### src/verilog/lsr_pkg.sv
// Package with register map and field layout of the segment register bank
package lsr_pkg;
    // ------------------------------------------------------------
    // Register offsets
    // ------------------------------------------------------------
    localparam logic [7:0] LSR_OFF_IRQ_CFG  = 8'h14;
    localparam logic [7:0] LSR_OFF_COM_SEL  = 8'h24;
    localparam logic [7:0] LSR_OFF_SEG_SEL  = 8'h28;
    localparam logic [7:0] LSR_OFF_PAT_C4   = 8'h3c;
    localparam logic [7:0] LSR_OFF_PAT_C5   = 8'h40;
    localparam logic [7:0] LSR_OFF_PAT_C6   = 8'h44;
    localparam logic [7:0] LSR_OFF_PAT_C7   = 8'h48;
    // ------------------------------------------------------------
    // Field layout
    // ------------------------------------------------------------
    localparam int LSR_PAT_W     = 28;
    localparam int LSR_COM_W     = 8;
    localparam int LSR_SEG_W     = 16;
    localparam int LSR_PORTC_W   = 12;
    localparam int LSR_NUM_PAT   = 4;
    localparam int LSR_BIT_EN    = 0;
    localparam int LSR_BIT_STAT  = 1;
    localparam int LSR_BIT_CLR   = 2;
    localparam int LSR_DSEL_LED  = 2;
    // ------------------------------------------------------------
    // Reset values
    // ------------------------------------------------------------
    localparam logic [27:0] LSR_PAT_RST = 28'h000_0000;
    localparam logic [7:0]  LSR_COM_RST = 8'h00;
    localparam logic [15:0] LSR_SEG_RST = 16'h0000;
    localparam logic [31:0] LSR_ZERO    = 32'h0000_0000;
endpackage : lsr_pkg

### src/verilog/lsr_scan_flag.sv
// Sticky scan-complete flag with write-one clear and interrupt gating
`timescale 1ns/1ps
module lsr_scan_flag
    import lsr_pkg::*;
(
    input  wire logic clk,
    input  wire logic rst_n,
    input  wire logic scan_done,
    input  wire logic clear,
    input  wire logic enable,
    output logic      flag,
    output logic      irq
);
    logic flag_reg;
    logic flag_next;

    // Set wins over a clear in the same cycle
    always_comb begin
        flag_next = flag_reg;
        if (clear) begin
            flag_next = 1'b0;
        end
        if (scan_done) begin
            flag_next = 1'b1;
        end
    end

    always_ff @(posedge clk or negedge rst_n) begin
        if (!rst_n) begin
            flag_reg <= 1'b0;
        end else begin
            flag_reg <= flag_next;
        end
    end

    assign flag = flag_reg;
    assign irq  = flag_reg & enable;
endmodule // lsr_scan_flag

### src/verilog/lsr_regs.sv
// Segment data, scan interrupt and pin selection register bank
`timescale 1ns/1ps
module lsr_regs
    import lsr_pkg::*;
(
    input  wire logic        clk,
    input  wire logic        rst_n,
    input  wire logic [7:0]  addr,
    input  wire logic [31:0] wdata,
    input  wire logic        wr,
    input  wire logic        rd,
    output logic [31:0]      rdata,
    input  wire logic [2:0]  display_control,
    input  wire logic        matrix_mode,
    input  wire logic        high_current_en,
    input  wire logic        scan_done,
    output logic             led_irq,
    output logic [27:0]      led_seg_c4,
    output logic [27:0]      led_seg_c5,
    output logic [27:0]      led_seg_c6,
    output logic [27:0]      led_seg_c7,
    output logic [27:0]      lcd_seg_c4,
    output logic [27:0]      lcd_seg_c5,
    output logic [27:0]      lcd_seg_c6,
    output logic [27:0]      lcd_seg_c7,
    output logic [7:0]       porta_common_mode,
    output logic [11:0]      portc_segment_mode,
    output logic [3:0]       portd_segment_mode
);
    // ------------------------------------------------------------
    // Register state
    // ------------------------------------------------------------
    logic [27:0] pattern_reg [LSR_NUM_PAT];
    logic [27:0] pattern_next [LSR_NUM_PAT];
    logic [7:0]  common_pin_select_reg;
    logic [7:0]  common_pin_select_next;
    logic [15:0] segment_pin_select_reg;
    logic [15:0] segment_pin_select_next;
    logic        irq_en_reg;
    logic        irq_en_next;
    logic [31:0] rdata_reg;
    logic [31:0] rdata_next;
    logic        scan_done_clear;
    logic        scan_flag;
    logic        led_sel;
    logic        com_active;
    logic [2:0]  pat_idx;

    // Pattern offset to index; used by write and read paths
    function automatic logic [2:0] pat_index(input logic [7:0] a);
        unique case (a)
            LSR_OFF_PAT_C4: pat_index = 3'd0;
            LSR_OFF_PAT_C5: pat_index = 3'd1;
            LSR_OFF_PAT_C6: pat_index = 3'd2;
            LSR_OFF_PAT_C7: pat_index = 3'd3;
            default:        pat_index = 3'(LSR_NUM_PAT);
        endcase
    endfunction

    // A function result cannot be sliced, so the index lives on a net
    assign pat_idx = pat_index(addr);

    // ------------------------------------------------------------
    // Write path
    // ------------------------------------------------------------
    always_comb begin
        for (int i = 0; i < LSR_NUM_PAT; i++) begin
            pattern_next[i] = pattern_reg[i];
        end
        common_pin_select_next  = common_pin_select_reg;
        segment_pin_select_next = segment_pin_select_reg;
        irq_en_next             = irq_en_reg;
        scan_done_clear         = 1'b0;
        if (wr) begin
            if (pat_idx < 3'(LSR_NUM_PAT)) begin
                pattern_next[pat_idx[1:0]] =
                    wdata[LSR_PAT_W-1:0];
            end
            unique case (addr)
                LSR_OFF_IRQ_CFG: begin
                    irq_en_next     = wdata[LSR_BIT_EN];
                    // Writing zero to the clear bit does nothing
                    scan_done_clear = wdata[LSR_BIT_CLR];
                end
                LSR_OFF_COM_SEL: begin
                    common_pin_select_next = wdata[LSR_COM_W-1:0];
                end
                LSR_OFF_SEG_SEL: begin
                    segment_pin_select_next = wdata[LSR_SEG_W-1:0];
                end
                default: begin
                end
            endcase
        end
    end

    always_ff @(posedge clk or negedge rst_n) begin
        if (!rst_n) begin
            for (int i = 0; i < LSR_NUM_PAT; i++) begin
                pattern_reg[i] <= LSR_PAT_RST;
            end
            common_pin_select_reg  <= LSR_COM_RST;
            segment_pin_select_reg <= LSR_SEG_RST;
            irq_en_reg             <= 1'b0;
        end else begin
            for (int i = 0; i < LSR_NUM_PAT; i++) begin
                pattern_reg[i] <= pattern_next[i];
            end
            common_pin_select_reg  <= common_pin_select_next;
            segment_pin_select_reg <= segment_pin_select_next;
            irq_en_reg             <= irq_en_next;
        end
    end

    // ------------------------------------------------------------
    // Scan flag and interrupt
    // ------------------------------------------------------------
    lsr_scan_flag u_flag (
        .clk       (clk),
        .rst_n     (rst_n),
        .scan_done (scan_done),
        .clear     (scan_done_clear),
        .enable    (irq_en_reg),
        .flag      (scan_flag),
        .irq       (led_irq)
    );

    // ------------------------------------------------------------
    // Read path
    // ------------------------------------------------------------
    always_comb begin
        rdata_next = LSR_ZERO;
        if (rd) begin
            if (pat_idx < 3'(LSR_NUM_PAT)) begin
                rdata_next[LSR_PAT_W-1:0] =
                    pattern_reg[pat_idx[1:0]];
            end
            unique case (addr)
                LSR_OFF_IRQ_CFG: begin
                    rdata_next[LSR_BIT_EN]   = irq_en_reg;
                    rdata_next[LSR_BIT_STAT] = scan_flag;
                end
                LSR_OFF_COM_SEL: begin
                    rdata_next[LSR_COM_W-1:0] = common_pin_select_reg;
                end
                LSR_OFF_SEG_SEL: begin
                    rdata_next[LSR_SEG_W-1:0] = segment_pin_select_reg;
                end
                default: begin
                end
            endcase
        end
    end

    // Read data stands only in the cycle after the strobe
    always_ff @(posedge clk or negedge rst_n) begin
        if (!rst_n) begin
            rdata_reg <= LSR_ZERO;
        end else begin
            rdata_reg <= rdata_next;
        end
    end

    assign rdata = rdata_reg;

    // ------------------------------------------------------------
    // Segment routing and pin functions
    // ------------------------------------------------------------
    assign led_sel = display_control[LSR_DSEL_LED];

    // Idle path sees zeros so the unused driver stays quiet
    assign led_seg_c4 = led_sel ? pattern_reg[0] : LSR_PAT_RST;
    assign led_seg_c5 = led_sel ? pattern_reg[1] : LSR_PAT_RST;
    assign led_seg_c6 = led_sel ? pattern_reg[2] : LSR_PAT_RST;
    assign led_seg_c7 = led_sel ? pattern_reg[3] : LSR_PAT_RST;
    assign lcd_seg_c4 = led_sel ? LSR_PAT_RST : pattern_reg[0];
    assign lcd_seg_c5 = led_sel ? LSR_PAT_RST : pattern_reg[1];
    assign lcd_seg_c6 = led_sel ? LSR_PAT_RST : pattern_reg[2];
    assign lcd_seg_c7 = led_sel ? LSR_PAT_RST : pattern_reg[3];

    assign com_active = matrix_mode | high_current_en;
    assign porta_common_mode =
        com_active ? common_pin_select_reg : LSR_COM_RST;

    assign portc_segment_mode =
        segment_pin_select_reg[LSR_PORTC_W-1:0];
    assign portd_segment_mode =
        segment_pin_select_reg[LSR_SEG_W-1:LSR_PORTC_W];
endmodule // lsr_regs

### config.mk
export PLATFORM = sky130hd
export DESIGN_NAME = lsr_regs
export DESIGN_NICKNAME = d
export VERILOG_FILES = /design/src/verilog/lsr_pkg.sv /design/src/verilog/lsr_scan_flag.sv /design/src/verilog/lsr_regs.sv
export SDC_FILE = /design/constraint.sdc
export NUM_CORES = 1
export LEC_CHECK = 0
export BUFFER_PORTS_ARGS = -buffer_cell sky130_fd_sc_hd__buf_4
export CAP_MARGIN = 20
export CORE_MARGIN = 4
export CORE_UTILIZATION = 50
export CTS_CLUSTER_SIZE = 28
export DETAILED_ROUTE_END_ITERATION = 8
export GPL_ROUTABILITY_DRIVEN = 0
export PLACE_DENSITY = 0.79
export SYNTH_ARGS = -nofsm -noshare
export SYNTH_HDL_FRONTEND = slang
export SYNTH_HIERARCHICAL = 1
export SYNTH_SLANG_ARGS = --single-unit
### constraint.sdc
create_clock -name clk -period 3.1 [get_ports clk]
set_input_delay 0.93 -clock clk [delete_from_list [all_inputs] [get_ports clk]]
set_output_delay 0.93 -clock clk [all_outputs]
set_load 0.02 [all_outputs]
# Word-level counts from Yosys, hierarchy flattened
# Cells that the tools add are included.
# Widths: inputs -> output; s select.
[classes]
order_cmp = 3
eq_ne = 7
mux = 25
n_bitwise = 3
n_reduce_logical = 6
[op_table]
columns = ["op", "n"]
rows = [
  ["$mux 28", 13],
  ["$bwmux 112", 1],
  ["$bmux 28 s2", 1],
  ["$demux 28 s2", 1],
  ["$eq 8x6->1 const B", 3],
  ["$eq 8x7->1 const B", 3],
  ["$mux 8", 2],
  ["$pmux 3 s4", 1],
  ["$pmux 6 s2", 1],
  ["$eq 8x5->1 const B", 1],
  ["$reduce_and 2->1", 4],
  ["$pmux 2 s3", 1],
  ["$mux 1", 4],
  ["$ge 3x3->1 const B", 1],
  ["$lt 3x1->1 const B", 1],
  ["$lt 3x3->1 const B", 1],
  ["$not 2->3", 1],
  ["$reduce_bool 2->1", 1],
  ["$and 1x1->1", 1],
  ["$logic_and 1x1->1", 1],
  ["$or 1x1->1", 1],
]
[totals]
regBits = 166
input_bits = 50
output_inout_bits = 281
elab_cells = 53

# Depth between registers and ports, before layout
[depth]
word_depth = 9
ltp_mapped = 7
ltp_nobuf = 5

# By module
# The synthesis kept the hierarchy.
[modules_own_cells]
columns = ["mod", "instances", "cells_each", "area_each_um2", "seq_area_each_um2"]
rows = [
  ["lsr_regs", 1, 810, 8908.5, 4129.0],
  ["lsr_scan_flag", 1, 4, 42.5, 25.0],
]

# Worst setup path before layout
# Ideal clock, no wire load.
[synth_path]
path_type = "input to output"
from = "input port display_control[2]"
to = "output port led_seg_c7[27]"
arrival_ns = 1.946
t_required_ns = 2.170
slack_ns = 0.224
cell_stages = 4
n_path_buf = 3
cell_sequence = "clkbuf_1 -> clkbuf_1 -> clkbuf_1 -> and2_1"
[synth_between]
elab_chain_cells = 1
[synth_lines]
columns = ["element", "line", "rtl"]
rows = [
  ["start, declared", "lsr_regs.sv:13", "input wire logic [2:0] display_control,"],
  ["$mux 28", "lsr_regs.sv:175", "assign led_seg_c7 = led_sel ? pattern_reg[3] : LSR_PAT_RST;"],
  ["end, declared", "lsr_regs.sv:21", "output logic [27:0] led_seg_c7,"],
]
# No other way between the ends.

# Worst setup path in the final report
[layout_path]
from = "input port display_control[2]"
to = "output port led_seg_c4[25]"
[layout_between]
elab_chain_cells = 1
[layout_lines]
columns = ["element", "line", "rtl"]
rows = [
  ["$mux 28", "lsr_regs.sv:172", "assign led_seg_c4 = led_sel ? pattern_reg[0] : LSR_PAT_RST;"],
  ["end, declared", "lsr_regs.sv:18", "output logic [27:0] led_seg_c4,"],
]
# No other way between the ends.

==> key figures <==
Synth
  • Mapped cell area: 0.00895 mm^2
  • Post-synthesis sequential area ratio: 46.4%
  • Post-Synth Adder-Cell Area: 0%
  • Cell with the most instances after synthesis: dfrtp_1
  • Yosys cell types: 44
  • Synth top area cells: dfrtp_1 (46%), mux2_2 (19%), and2_1 (8.6%), nor2b_1 (8.6%), clkbuf_1 (1.6%)
  • Synth Area in Compound Gates: 7.37%
  • Warnings, synthesis: 6
  • Synth cell count leaders: dfrtp_1 (166), mux2_2 (151), and2_1 (123), nor2b_1 (123), clkbuf_1 (39)
  • Main combinational cell family by area after synthesis: simple AND/OR/NAND/NOR gates
  • Post-synth ARST share: 100%
  • Post-synth EDFFs: 0
  • Simple-gate portion of the synthesized area: 21.8%
  • Synth Area in XOR/XNOR: 0%
  • Main synth FF type: dfrtp_1
  • Post-synthesis average cell area: 11.0 um^2
  • Area leader, netlist: dfrtp_1
  • Cells after Synth: 814
  • Flops & latches, synth: 166
  • Post-synthesis mux area share: 20.6%
  • Top-area cell type share of the netlist area: 46.4%

Route
  • DRC viols: 0
  • Via-to-Cell Ratio: 5.43
  • Final Routed Wirelength: 27000 um
  • Drt pass-1 iters: 5
  • Antenna-violating nets left: 0
  • Average wire per standard cell: 19.8 um
  • Vias: 7391
  • First DRT Iteration DRCs: 376

STA
  • Final Skew: 0.00742 ns
  • Slew @ Worst Pin: 0.610 ns
  • Setup violations, final: 0
  • Fin crit period: 2.72 ns
  • Fin crit share: 87.6%
  • Slew Limit Fails: 0
  • RSZ-0062 raised after global routing: no
  • Hold Fails Final Rpt: 0
  • TNS Setup: 0 ns
  • Max Freq: 368 MHz
  • Worst slew margin: 59.3%
  • Min Hold Slack: 0.418 ns
  • Worst setup margin: 0.384 ns

Finish
  • # fillers: 1332
  • Layout area overhead: 37.3%
  • Nets: 1173
  • Share of post-route cells with drive strength above 1: 48.2%
  • Max FFs per register: 112
  • Non-Filler Instances: 1361
  • N_diodes: 0

Setup path
  • Critical path endpoint category: primary output
  • Kind of critical path: input port to primary output
  • Critical Path AT: 1.79 ns
  • Worst EP required: 2.17 ns
  • Worst setup SP type: input port
  • Worst-path maximum fanout: 80

Power
  • Power per Cell Area: 419 mW/mm^2
  • Total Power: 5.14 mW
  • Leak pwr: 6.28 nW
  • Peak VDD IR: 0.376 mV

Floorplanning
  • Core Rows: 48
  • Area of the die: 0.0201 mm^2
  • I/O pin total: 331
  • Die width: 142 um
  • Die Y: 142 um
  • CORE AREA: 0.0174 mm^2
  • Initial Util: 51.4%

Place
  • Port Buf Inserts: 320
  • Cells after DPL: 1329
  • Detailed placement HPWL: 19600 um
  • Setup WS pre-CTS: 0.246 ns

Clock network
  • Post_cts resized: 0
  • CTS Root Cell: clkbuf_16
  • Clock Pin Slew Worst Setup and Hold Paths: 0.06 ns
  • CTS tree: built
  • Post-CTS Repair Setup Buffers: 0
  • Cts hold-fix bufs: 0
  • Clock Tree Buf Depth: 2
  • CTS Buf Count: 17
  • Worst-Skew Late Latency: 0.43 ns
  • H-tree depth: 4
  • Clock Sinks: 166

Global routing
  • Remaining global-route overflow: 0
  • First-pass GRT wire length: 41400 um
  • Total GRT Usage: 26.3%
  • Vias in the first global route: 7399
  • Initial antenna violation count: 0
  • Pin count of the biggest net entering global routing: 81

Worst hold path
  • Hold WC Path Type: input port to async pin

Run
  • Max cap viols: 0

Run status
  • Outcome: finished clean
-- area by class of cell --
class / instances / area [um^2] / share of cell area, %
flip-flops and latches: 166 / 4150 / 33.8
multi-input cells: 581 / 4490 / 36.5
repair buffers: 355 / 2770 / 22.6
inverters: 2 / 7.51 / 0.0611
clock buffers: 21 / 470 / 3.83
clock inverters: 11 / 114 / 0.927
well taps: 225 / 282 / 2.29
-- layer usage --
layer  GRT usage, %  up-vias  wire length (um)
met2           45.8      287             13800
li1               -     3421                 -
met3           5.29       49              1840
met4           8.74        0               587
met1           32.7     3634             10800
met5              0        -                 0
-- worst paths after layout --
check                                           from         endpoint  slack [ns]  depth (start not counted)
min reg2reg                segment_pin_select_reg[8]         rdata[8]        0.51                          2
max                               display_control[2]   led_seg_c4[25]        0.38                          4
max reg2reg                          pattern_reg[31]         rdata[3]        1.86                          4
min                                            rst_n  pattern_reg[19]        0.42                          1
max in group asynchronous                      rst_n  pattern_reg[21]        1.95                          2
min in group clk           segment_pin_select_reg[8]         rdata[8]        0.51                          2
-- stage by stage --
step	cell area (um^2)	util, %
4_1_cts	12300	70.5
5_1_grt	12300	70.5
6_report	12300	70.5
2_1_floorplan	8960	-
3_3_place_gp	11700	67.2
3_5_place_dp	11700	67.2
-- power breakdown --
part | internal [mW] | switching (mW)
combinational | 0.327 | 0.395
clock | 1.19 | 0.895
sequential | 2.25 | 0.0906
total | 3.76 | 1.38
-- logic make-up (layout without fill, tap and decap cells) --
kind of cell	after synthesis	count (layout)
muxes	165	165
buffers and inverters	70	389
AOI/OAI and AO/OA	90	90
and+or+nand+nor	322	322
DFF	166	166
other	1	4
-- placed cells by master, fill, tap and decap left out, types with 6 or more instances in the layout --
cell and n:
o211ai_1 6, mux2i_1 14, a21oi_1 10, o2bb2ai_1 13, buf_12 8, nand3_1 7
o31ai_1 8, o22ai_1 10, dfrtp_1 166, buf_4 345, a22oi_1 19, nor2_1 23
clkbuf_16 17, a211oi_1 8, nor2b_1 122, nand2_1 12, and2_1 123, mux2_2 151
-- critical path, cell delays in order --
cell,delay [ns]
buf_6,0.20
buf_12,0.28
and2_1,0.18
buf_4,0.14
No activity file was read; power rests on OpenSTA's default activity.
